--- src/rtl/sutrc_regs.vh ---
`ifndef SUTRC_REGS_VH
`define SUTRC_REGS_VH

// Register byte offsets on the Avalon-MM slave
`define SUTRC_OFF_DATA        5'h00
`define SUTRC_OFF_STATUS_A    5'h04
`define SUTRC_OFF_CONTROL_B   5'h08
`define SUTRC_OFF_FORMAT_C    5'h0C
`define SUTRC_OFF_BAUD        5'h10

// serial_status_reg_a fields
`define SUTRC_A_RXC           7
`define SUTRC_A_TXC           6
`define SUTRC_A_DATA_REGISTER_EMPTY_FLAG          5
`define SUTRC_A_U2X           1

// serial_control_reg_b fields
`define SUTRC_B_TRANSMIT_COMPLETE_IRQ_ENABLE         6
`define SUTRC_B_BUFFER_EMPTY_IRQ_ENABLE         5
`define SUTRC_B_RECEIVE_ENABLE_BIT          4
`define SUTRC_B_TRANSMIT_ENABLE_BIT          3
`define SUTRC_B_SIZE2         2
`define SUTRC_B_RXB8          1
`define SUTRC_B_TX_NINTH_BIT          0

// serial_format_reg_c fields
`define SUTRC_C_MASTER        7
`define SUTRC_C_SYNC          6
`define SUTRC_C_PEN           5
`define SUTRC_C_PODD          4
`define SUTRC_C_STOP2         3
`define SUTRC_C_SIZE_HI       2
`define SUTRC_C_SIZE_LO       1
`define SUTRC_C_POL           0

// Reset values
`define SUTRC_RST_CONTROL_B   8'h00
`define SUTRC_RST_FORMAT_C    8'h06
`define SUTRC_RST_BAUD        12'h000

// Oversampling: last sample index and majority decision index
`define SUTRC_OS_LAST_NORM    4'hF
`define SUTRC_OS_LAST_DBL     4'h7
`define SUTRC_OS_DEC_NORM     4'h9
`define SUTRC_OS_DEC_DBL      4'h5

// Character size code for nine data bits
`define SUTRC_SIZE_NINE       3'h7

`endif

--- src/rtl/sutrc_core.v ---
// The implementer's own choices: the address map and the Avalon-MM interface to the registers.
`timescale 1ns/1ps
`default_nettype none
`include "sutrc_regs.vh"

module sutrc_core #(
    parameter DIV_W = 12
) (
    input  wire        sys_clk,
    input  wire        arst_n,
    input  wire [4:0]  avs_address,
    input  wire        avs_read,
    input  wire        avs_write,
    input  wire [31:0] avs_writedata,
    output reg  [31:0] avs_readdata,
    output wire        avs_waitrequest,
    input  wire        global_irq_enable,
    input  wire        tx_complete_irq_ack,
    output wire        irq_buffer_empty,
    output wire        irq_tx_complete,
    output wire        txd_out,
    output wire        txd_oe_n,
    input  wire        rxd_pin,
    output wire        rx_pin_owned,
    input  wire        serial_clock_pin_in,
    output wire        serial_clock_pin_out,
    output wire        serial_clock_pin_oe_n
);

    localparam [2:0] RX_IDLE  = 3'b001;
    localparam [2:0] RX_START = 3'b010;
    localparam [2:0] RX_DATA  = 3'b100;

    // Data bits for a character size code
    function [3:0] sutrc_nbits;
        input [2:0] code;
        begin
            case (code)
                3'h0:    sutrc_nbits = 4'h5;
                3'h1:    sutrc_nbits = 4'h6;
                3'h2:    sutrc_nbits = 4'h7;
                3'h7:    sutrc_nbits = 4'h9;
                default: sutrc_nbits = 4'h8;
            endcase
        end
    endfunction

    // Clear the bits above the character size
    function [8:0] sutrc_mask;
        input [8:0] d;
        input [3:0] nb;
        integer i;
        begin
            sutrc_mask = 9'h000;
            for (i = 0; i < 9; i = i + 1) begin
                if (i < nb)
                    sutrc_mask[i] = d[i];
            end
        end
    endfunction

    // Build a frame: start low, data LSB first, parity, stop high
    function [12:0] sutrc_frame;
        input [8:0] d;
        input [3:0] nb;
        input       pen;
        input       podd;
        integer i;
        reg     par;
        begin
            sutrc_frame    = 13'h1FFF;
            sutrc_frame[0] = 1'b0;
            par            = podd;
            for (i = 0; i < 9; i = i + 1) begin
                if (i < nb) begin
                    sutrc_frame[i + 1] = d[i];
                    par                = par ^ d[i];
                end
            end
            if (pen)
                sutrc_frame[nb + 4'h1] = par;
        end
    endfunction

    // Register state
    reg [7:0]       ctrl_b_reg;
    reg [7:0]       fmt_c_reg;
    reg [DIV_W-1:0] baud_reg;
    reg             u2x_reg;
    reg             bus_ack_reg;

    // Transmit state
    reg [8:0]       tx_buf_reg;
    reg             tx_full_reg;
    reg [12:0]      tx_shift_reg;
    reg [3:0]       tx_left_reg;
    reg             tx_busy_reg;
    reg             tx_active_reg;
    reg             txc_reg;
    reg [3:0]       tx_os_reg;

    // Receive state
    reg [2:0]       rx_state_reg;
    reg [3:0]       rx_os_reg;
    reg [1:0]       rx_vote_reg;
    reg [10:0]      rx_bits_reg;
    reg [3:0]       rx_idx_reg;
    reg [8:0]       rx_buf_reg;
    reg             rxc_reg;

    // Clocking and pin synchronisers
    reg [DIV_W-1:0] baud_cnt_reg;
    reg             xck_gen_reg;
    reg             xck_prev_reg;
    reg             xck_s1_reg;
    reg             xck_s2_reg;
    reg             rxd_s1_reg;
    reg             rxd_s2_reg;

    // Decoded configuration
    wire       transmit_enable_bit      = ctrl_b_reg[`SUTRC_B_TRANSMIT_ENABLE_BIT];
    wire       receive_enable_bit      = ctrl_b_reg[`SUTRC_B_RECEIVE_ENABLE_BIT];
    wire       sync_mode = fmt_c_reg[`SUTRC_C_SYNC];
    wire       master    = fmt_c_reg[`SUTRC_C_MASTER];
    wire       pen       = fmt_c_reg[`SUTRC_C_PEN];
    wire       podd      = fmt_c_reg[`SUTRC_C_PODD];
    wire       stop2     = fmt_c_reg[`SUTRC_C_STOP2];
    wire [2:0] size_code = {ctrl_b_reg[`SUTRC_B_SIZE2], fmt_c_reg[2:1]};
    wire [3:0] nbits     = sutrc_nbits(size_code);
    wire [3:0] os_last   = u2x_reg ? `SUTRC_OS_LAST_DBL : `SUTRC_OS_LAST_NORM;
    wire [3:0] os_dec    = u2x_reg ? `SUTRC_OS_DEC_DBL : `SUTRC_OS_DEC_NORM;

    // Bus handshake: one wait cycle, then commit on the released edge
    wire       bus_req   = avs_read | avs_write;
    wire       do_write  = avs_write & bus_ack_reg;
    wire       do_read   = avs_read & bus_ack_reg;
    wire [4:0] word_addr = {avs_address[4:2], 2'b00};
    assign avs_waitrequest = bus_req & ~bus_ack_reg;

    wire wr_data = do_write && (word_addr == `SUTRC_OFF_DATA);
    wire wr_stat = do_write && (word_addr == `SUTRC_OFF_STATUS_A);
    wire wr_ctrl = do_write && (word_addr == `SUTRC_OFF_CONTROL_B);
    wire rd_data = do_read && (word_addr == `SUTRC_OFF_DATA);

    // Baud tick: one per (divisor + 1) system clocks
    wire tick = (baud_cnt_reg == {DIV_W{1'b0}});

    // Serial clock level is our divider as master, the synced pin as slave
    wire xck_level   = master ? xck_gen_reg : xck_s2_reg;
    wire xck_rise    = xck_level & ~xck_prev_reg;
    wire xck_fall    = ~xck_level & xck_prev_reg;
    wire pol         = fmt_c_reg[`SUTRC_C_POL];
    wire tx_sync_evt = pol ? xck_fall : xck_rise;
    wire rx_sync_evt = pol ? xck_rise : xck_fall;

    // Transmit bit boundary
    wire tx_bit_evt = sync_mode ? tx_sync_evt
                                : (tick && tx_os_reg == os_last);
    wire tx_frame_end = tx_busy_reg && tx_bit_evt && tx_left_reg == 4'h1;
    wire tx_load_idle = !tx_busy_reg && tx_full_reg && tx_active_reg &&
                        (!sync_mode || tx_sync_evt);
    wire tx_load      = tx_load_idle || (tx_frame_end && tx_full_reg && tx_active_reg);
    wire [12:0] tx_frame_new = sutrc_frame(tx_buf_reg, nbits, pen, podd);
    wire [3:0]  tx_len_new   = 4'h2 + nbits + {3'h0, pen} + {3'h0, stop2};

    // Receive bit decision and majority vote
    wire rxd    = rxd_s2_reg;
    wire rx_maj = (rx_vote_reg[1] & rx_vote_reg[0]) | (rx_vote_reg[1] & rxd) |
                  (rx_vote_reg[0] & rxd);
    wire rx_dec = sync_mode ? rx_sync_evt : (tick && rx_os_reg == os_dec);
    wire rx_bit = sync_mode ? rxd : rx_maj;
    wire [3:0] rx_total = nbits + {3'h0, pen} + 4'h1;
    wire rx_store = receive_enable_bit && (rx_state_reg == RX_DATA) && rx_dec &&
                    (rx_idx_reg == rx_total - 4'h1);

    // Pin ownership and interrupt levels
    assign txd_out   = tx_shift_reg[0];
    assign txd_oe_n  = ~tx_active_reg;
    assign rx_pin_owned = receive_enable_bit;
    assign serial_clock_pin_out  = xck_gen_reg;
    assign serial_clock_pin_oe_n = ~(sync_mode & master & (tx_active_reg | receive_enable_bit));
    assign irq_buffer_empty = global_irq_enable & ctrl_b_reg[`SUTRC_B_BUFFER_EMPTY_IRQ_ENABLE] &
                              ~tx_full_reg;
    assign irq_tx_complete  = global_irq_enable & ctrl_b_reg[`SUTRC_B_TRANSMIT_COMPLETE_IRQ_ENABLE] &
                              txc_reg;

    // Bus acknowledge and registered read data
    always @(posedge sys_clk or negedge arst_n) begin
        if (!arst_n) begin
            bus_ack_reg  <= 1'b0;
            avs_readdata <= 32'h0000_0000;
        end else begin
            bus_ack_reg <= bus_req & ~bus_ack_reg;
            if (avs_read && !bus_ack_reg) begin
                case (word_addr)
                    `SUTRC_OFF_DATA:
                        avs_readdata <= {24'h000000, rx_buf_reg[7:0]};
                    `SUTRC_OFF_STATUS_A:
                        avs_readdata <= {24'h000000, rxc_reg, txc_reg, ~tx_full_reg,
                                         3'h0, u2x_reg, 1'b0};
                    `SUTRC_OFF_CONTROL_B:
                        avs_readdata <= {24'h000000, ctrl_b_reg[7:2], rx_buf_reg[8],
                                         ctrl_b_reg[0]};
                    `SUTRC_OFF_FORMAT_C:
                        avs_readdata <= {24'h000000, fmt_c_reg};
                    `SUTRC_OFF_BAUD:
                        avs_readdata <= {{(32-DIV_W){1'b0}}, baud_reg};
                    default:
                        avs_readdata <= 32'h0000_0000;
                endcase
            end
        end
    end

    // Configuration registers
    always @(posedge sys_clk or negedge arst_n) begin
        if (!arst_n) begin
            ctrl_b_reg <= `SUTRC_RST_CONTROL_B;
            fmt_c_reg  <= `SUTRC_RST_FORMAT_C;
            baud_reg   <= `SUTRC_RST_BAUD;
            u2x_reg    <= 1'b0;
        end else begin
            if (wr_ctrl)
                ctrl_b_reg <= {1'b0, avs_writedata[6:2], 1'b0, avs_writedata[0]};
            if (do_write && word_addr == `SUTRC_OFF_FORMAT_C)
                fmt_c_reg <= avs_writedata[7:0];
            if (do_write && word_addr == `SUTRC_OFF_BAUD)
                baud_reg <= avs_writedata[DIV_W-1:0];
            if (wr_stat)
                u2x_reg <= avs_writedata[`SUTRC_A_U2X];
        end
    end

    // Baud divider and master serial clock
    always @(posedge sys_clk or negedge arst_n) begin
        if (!arst_n) begin
            baud_cnt_reg <= {DIV_W{1'b0}};
            xck_gen_reg  <= 1'b0;
        end else begin
            if (tick)
                baud_cnt_reg <= baud_reg;
            else
                baud_cnt_reg <= baud_cnt_reg - {{(DIV_W-1){1'b0}}, 1'b1};
            if (tick && sync_mode && master)
                xck_gen_reg <= ~xck_gen_reg;
            else if (!sync_mode || !master)
                xck_gen_reg <= 1'b0;
        end
    end

    // Pin synchronisers and serial clock edge history
    always @(posedge sys_clk or negedge arst_n) begin
        if (!arst_n) begin
            xck_s1_reg   <= 1'b0;
            xck_s2_reg   <= 1'b0;
            xck_prev_reg <= 1'b0;
            rxd_s1_reg   <= 1'b1;
            rxd_s2_reg   <= 1'b1;
        end else begin
            xck_s1_reg   <= serial_clock_pin_in;
            xck_s2_reg   <= xck_s1_reg;
            xck_prev_reg <= xck_level;
            rxd_s1_reg   <= rxd_pin;
            rxd_s2_reg   <= rxd_s1_reg;
        end
    end

    // Transmit buffer, empty flag and complete flag
    always @(posedge sys_clk or negedge arst_n) begin
        if (!arst_n) begin
            tx_buf_reg  <= 9'h000;
            tx_full_reg <= 1'b0;
            txc_reg     <= 1'b0;
        end else begin
            if (wr_data) begin
                tx_buf_reg  <= sutrc_mask({ctrl_b_reg[`SUTRC_B_TX_NINTH_BIT],
                                           avs_writedata[7:0]}, nbits);
                tx_full_reg <= 1'b1;
            end else if (tx_load) begin
                tx_full_reg <= 1'b0;
            end
            if (tx_frame_end && !(tx_full_reg && tx_active_reg))
                txc_reg <= 1'b1;
            else if (tx_complete_irq_ack || (wr_stat && avs_writedata[`SUTRC_A_TXC]))
                txc_reg <= 1'b0;
        end
    end

    // Transmit shifter and enable hold-off
    always @(posedge sys_clk or negedge arst_n) begin
        if (!arst_n) begin
            tx_shift_reg  <= 13'h1FFF;
            tx_left_reg   <= 4'h0;
            tx_busy_reg   <= 1'b0;
            tx_active_reg <= 1'b0;
            tx_os_reg     <= 4'h0;
        end else begin
            tx_active_reg <= transmit_enable_bit | (tx_active_reg & (tx_busy_reg | tx_full_reg));
            if (tx_load) begin
                tx_shift_reg <= tx_frame_new;
                tx_left_reg  <= tx_len_new;
                tx_busy_reg  <= 1'b1;
                tx_os_reg    <= 4'h0;
            end else begin
                if (tick)
                    tx_os_reg <= (tx_os_reg == os_last) ? 4'h0 : tx_os_reg + 4'h1;
                if (tx_frame_end) begin
                    tx_busy_reg  <= 1'b0;
                    tx_shift_reg <= 13'h1FFF;
                    tx_left_reg  <= 4'h0;
                end else if (tx_busy_reg && tx_bit_evt) begin
                    tx_shift_reg <= {1'b1, tx_shift_reg[12:1]};
                    tx_left_reg  <= tx_left_reg - 4'h1;
                end
            end
        end
    end

    // Receiver frame engine
    always @(posedge sys_clk or negedge arst_n) begin
        if (!arst_n) begin
            rx_state_reg <= RX_IDLE;
            rx_os_reg    <= 4'h0;
            rx_vote_reg  <= 2'b11;
            rx_bits_reg  <= 11'h000;
            rx_idx_reg   <= 4'h0;
        end else if (!receive_enable_bit) begin
            rx_state_reg <= RX_IDLE;
            rx_os_reg    <= 4'h0;
            rx_idx_reg   <= 4'h0;
        end else begin
            if (tick) begin
                rx_vote_reg <= {rx_vote_reg[0], rxd};
                rx_os_reg   <= (rx_os_reg == os_last) ? 4'h0 : rx_os_reg + 4'h1;
            end
            case (rx_state_reg)
                RX_IDLE: begin
                    if (sync_mode && rx_sync_evt && !rxd) begin
                        rx_state_reg <= RX_DATA;
                        rx_idx_reg   <= 4'h0;
                    end else if (!sync_mode && tick && !rxd) begin
                        rx_state_reg <= RX_START;
                        rx_os_reg    <= 4'h1;
                    end
                end
                RX_START: begin
                    if (rx_dec) begin
                        rx_idx_reg   <= 4'h0;
                        rx_state_reg <= rx_bit ? RX_IDLE : RX_DATA;
                    end
                end
                RX_DATA: begin
                    if (rx_dec) begin
                        rx_bits_reg[rx_idx_reg] <= rx_bit;
                        rx_idx_reg <= rx_idx_reg + 4'h1;
                        if (rx_store)
                            rx_state_reg <= RX_IDLE;
                    end
                end
                default: begin
                    rx_state_reg <= RX_IDLE;
                end
            endcase
        end
    end

    // Receive buffer and receive-complete flag
    always @(posedge sys_clk or negedge arst_n) begin
        if (!arst_n) begin
            rx_buf_reg <= 9'h000;
            rxc_reg    <= 1'b0;
        end else if (!receive_enable_bit) begin
            rx_buf_reg <= 9'h000;
            rxc_reg    <= 1'b0;
        end else if (rx_store) begin
            rx_buf_reg <= sutrc_mask(rx_bits_reg[8:0], nbits);
            rxc_reg    <= 1'b1;
        end else if (rd_data) begin
            rxc_reg    <= 1'b0;
        end
    end

endmodule
`default_nettype wire

--- config.mk ---
export PLATFORM = sky130hd
export DESIGN_NAME = sutrc_core
export DESIGN_NICKNAME = d
export VERILOG_FILES = /design/src/rtl/sutrc_core.v
export VERILOG_INCLUDE_DIRS = /design/src /design/src/rtl
export SDC_FILE = /design/constraint.sdc
export NUM_CORES = 1
export LEC_CHECK = 0
export BUFFER_PORTS_ARGS = -buffer_cell sky130_fd_sc_hd__buf_2
export CORE_MARGIN = 2
export CORE_UTILIZATION = 46
export CTS_BUF_LIST = sky130_fd_sc_hd__clkbuf_4
export CTS_CLUSTER_SIZE = 30
export DETAILED_ROUTE_END_ITERATION = 8
export PLACE_DENSITY = 0.63
export SYNTH_ARGS = -nofsm -noshare
export SYNTH_HDL_FRONTEND = slang
export SYNTH_SLANG_ARGS = --single-unit
--- constraint.sdc ---
create_clock -name sys_clk -period 4.4 [get_ports sys_clk]
set_input_delay 0.22 -clock sys_clk [delete_from_list [all_inputs] [get_ports sys_clk]]
set_output_delay 0.22 -clock sys_clk [all_outputs]
set_load 0.05 [all_outputs]
==> metrics.log <==
[metrics] dominant synthesized flop cell: sky130_fd_sc_hd__dfrtp_1
[metrics] DRC errors left: 0
[metrics] kind of capture point of the worst setup path: flop
[metrics] count of max-cap constraint violations: 0
[metrics] latest clock arrival within the worst-skew pair: ~530 ps
[metrics] pins over their slew limit: 0
[metrics] pin count of the biggest net entering global routing: 58
[metrics] number of antenna violations at the first check in global routing: 1
[metrics] Synth cell types: 69
[metrics] maximum root-to-sink buffer count: 2
[metrics] part of the total power dissipated in combinational logic: ~33%
[metrics] vias in the first global route: 4798
[metrics] max-slew headroom at the worst pin: roughly 25%
[metrics] clock transition time at the flip-flop clock pins of the worst setup and hold paths: about 100 ps
[metrics] FFs w/ async S/R, synth: 100%
[metrics] number of hold-slack violations in the final timing report: 0
[metrics] Synth top area share: slightly below 40%
[metrics] Overall Global Routing Usage: between 20% and 30%
[metrics] slew at the pin with the worst max-slew slack: about 1100 ps
[metrics] number of storage elements in the synthesis netlist: between 100 and 150
[metrics] final wirelength: around 15000 um
[metrics] Avg WL per Cell: about 17 um
[metrics] RSZ-0062 raised after global routing: no
[metrics] fin crit share: around 71%
[metrics] total net switching power: about 0.0014 W
[metrics] cell taking the most area after synthesis: sky130_fd_sc_hd__dfrtp_1
[metrics] Core ar.: 13900 um^2
[metrics] LEAKAGE: around 3.3 nW
[metrics] Detailed Routing Iterations Pass 1: 5
[metrics] WP data arrival: about 3500 ps
[metrics] Syn-to-layout area delta: 10.5%
[metrics] gr ovfl total: 0
[metrics] Via-to-Cell Ratio: roughly 5.5
[metrics] synth top area cells: sky130_fd_sc_hd__dfrtp_1, sky130_fd_sc_hd__mux2_2, sky130_fd_sc_hd__dfstp_2, sky130_fd_sc_hd__nand2_1, sky130_fd_sc_hd__o21ai_0
[metrics] worst endpoint required time: between 4000 and 5000 ps
[metrics] Worst IR Drop VDD: 0.191 mV
[metrics] number of nets with antenna violations after detailed routing: 0
[metrics] PortBufs: 42
[metrics] leading cell type in the layout, fill and taps excluded: sky130_fd_sc_hd__dfrtp_1
[metrics] Placement Rows: 43
[metrics] skew final: 10.6 ps
[metrics] Setup CP Type: reg -> reg
[metrics] power share of the clock group: 19.9%
[metrics] Die Footprint: approximately 15000 um^2
[metrics] Mapped Area: approximately 6600 um^2
[metrics] part of the total power dissipated in sequential elements: a little under half
[metrics] number of ports placed on the die boundary: 85
[metrics] placer congestion estimate: a little under 0.9
[metrics] CTS buffer count: 17
[metrics] part of the Yosys area used for sequential elements: around 47%
[metrics] HPWL after detailed placement: between 10000 and 15000 um
[metrics] Setup Total Neg Slack: 0 ps
[metrics] commonest cells after routing, fill and taps aside: sky130_fd_sc_hd__dfrtp_1, sky130_fd_sc_hd__nand2_1, sky130_fd_sc_hd__o21ai_0
[metrics] number of setup buffers added after CTS: 0
[metrics] initial core utilization: 47.4%
[metrics] final setup violating endpoints: 0
[metrics] fraction of layout instances using a drive strength above 1: a little under a quarter
[metrics] path type of the worst min-delay path: in -> reg
[metrics] Cell Pwr Density: just over 500 nW/um^2
[metrics] deepest level of the CTS H-tree: 4
[metrics] maximum achievable frequency: roughly 0.32 GHz
[metrics] filler-free cell count of the finished design: 892
[metrics] Critical Path Start Type: flop
[metrics] Nets: between 700 and 800
[metrics] Syn Inst Count: 649
[metrics] flip-flop count of the largest register, all copies and words added: 13
[metrics] status: complete, no violations
[metrics] Worst Setup Slack post-DPL: around 1300 ps
[metrics] Root Buffer: sky130_fd_sc_hd__clkbuf_4
[metrics] global-route wire length before repair: between 20000 and 25000 um
[metrics] Via Count: about 4.9k
[metrics] number of enable flip-flop cells after synthesis: 0
[metrics] initial drt markers: about 260
[metrics] worst setup margin: about 1300 ps
[metrics] crit path time final: roughly 3100 ps
[metrics] TritonCTS sink count: 124
[metrics] Synth Area per Inst: roughly 10 um^2
[metrics] number of cells after detailed placement: between 800 and 900
[metrics] overall die width: between 100 and 150 um
[metrics] Net Sw Frac: approximately 38%
[metrics] total number of yosys warnings: 0
[metrics] CTS tree: yes
[metrics] Die Height: 124 um
[metrics] highest net fanout along the worst path: 20
[metrics] internal power consumption: roughly 0.0023 W
[metrics] Post-Route Hold Slack: between 30 and 40 ps
synthesized netlist by cell type (all sizes together), types with 13 or more instances:
| cell | instances |
|---|---|
| xnor2 | 16 |
| buf | 28 |
| o21ai | 52 |
| mux2 | 50 |
| dfstp | 20 |
| clkbuf | 23 |
| nand2 | 82 |
| inv | 14 |
| ha | 13 |
| dfrtp | 104 |
| a21oi | 27 |
| nor2 | 52 |
timing repair:
action / 4_1_cts / 5_1_grt
hold buffers: 15 / 1
hold endpoints to repair: 75 / 3
gates resized for setup: 0 / 0
worst max-delay path, cell delays in order (launching register included):
cell and delay, ps:
sky130_fd_sc_hd__dfrtp_1 600, sky130_fd_sc_hd__and3_1 360, sky130_fd_sc_hd__o21bai_1 220, sky130_fd_sc_hd__ha_1 260, sky130_fd_sc_hd__maj3_1 360, sky130_fd_sc_hd__nor2_1 130, sky130_fd_sc_hd__xnor2_1 120, sky130_fd_sc_hd__nor4_4 490
sky130_fd_sc_hd__nand2_4 190, sky130_fd_sc_hd__a31o_2 290
stage by stage:
step / instance area [um^2] / power [W] / utilization, %
after floorplan: 6680 / 0.00272 / -
after global placement: 6880 / 0.00299 / 49.4
after detailed placement: 6880 / 0.00303 / 49.4
after CTS: 7290 / 0.00380 / 52.3
after global routing: 7300 / 0.00404 / 52.4
final: 7300 / 0.00377 / 52.4
power groups by stage:
stage | combinational, W | clock (W) | sequential [W]
after floorplan | 0.000982 | 0 | 0.00173
after global placement | 0.00121 | 0 | 0.00177
after detailed placement | 0.00125 | 0 | 0.00178
after CTS | 0.00126 | 0.000775 | 0.00177
after global routing | 0.00140 | 0.000820 | 0.00182
final | 0.00125 | 0.000751 | 0.00177
path summary, 6_finish.rpt:
kind                                        from             end  slack, ps  cells past startpoint
worst max-delay path               ctrl_b_reg[2]   rx_buf_reg[3]       1290                      9
worst min-delay path            avs_writedata[0]   tx_buf_reg[0]         30                      2
worst max register to register     ctrl_b_reg[2]   rx_buf_reg[3]       1290                      9
worst min register to register        rxd_s1_reg             rxd        360                      0
max in group asynchronous                 arst_n    fmt_c_reg[2]       3120                      3
min in group asynchronous                 arst_n  tx_left_reg[3]        300                      2
routing by layer:
metal	routed length, um	vias up	GRT usage (%)
met2	7200	107	34.2
li1	-	2364	-
met4	345	0	7.46
met5	0	-	0
met1	6700	2416	28.2
met3	676	23	4.44
area by class of cell:
class                   instances  area (um^2)
clock buffers                  21          158
diodes                          1         2.50
well taps                     180          225
clock inverters                 9         98.8
multi-input cells             479         3220
flip-flops and latches        124         3130
repair buffers                 64          418
inverters                      14         52.6
fillers                      1242         6630
cells by family after synthesis:
logic type / after synthesis / synth area share (%)
buffers and inverters: 65 / 5.13
flip-flops: 124 / 47.3
AO/OA/AOI/OAI: 128 / 12.4
multiplexers: 63 / 10.7
adder cells (fa/ha/maj): 15 / 2.92
AND/OR/NAND/NOR: 227 / 17.7
other: 1 / 0.0567
XOR/XNOR: 26 / 3.65
Power figures use the tool's default switching activity.
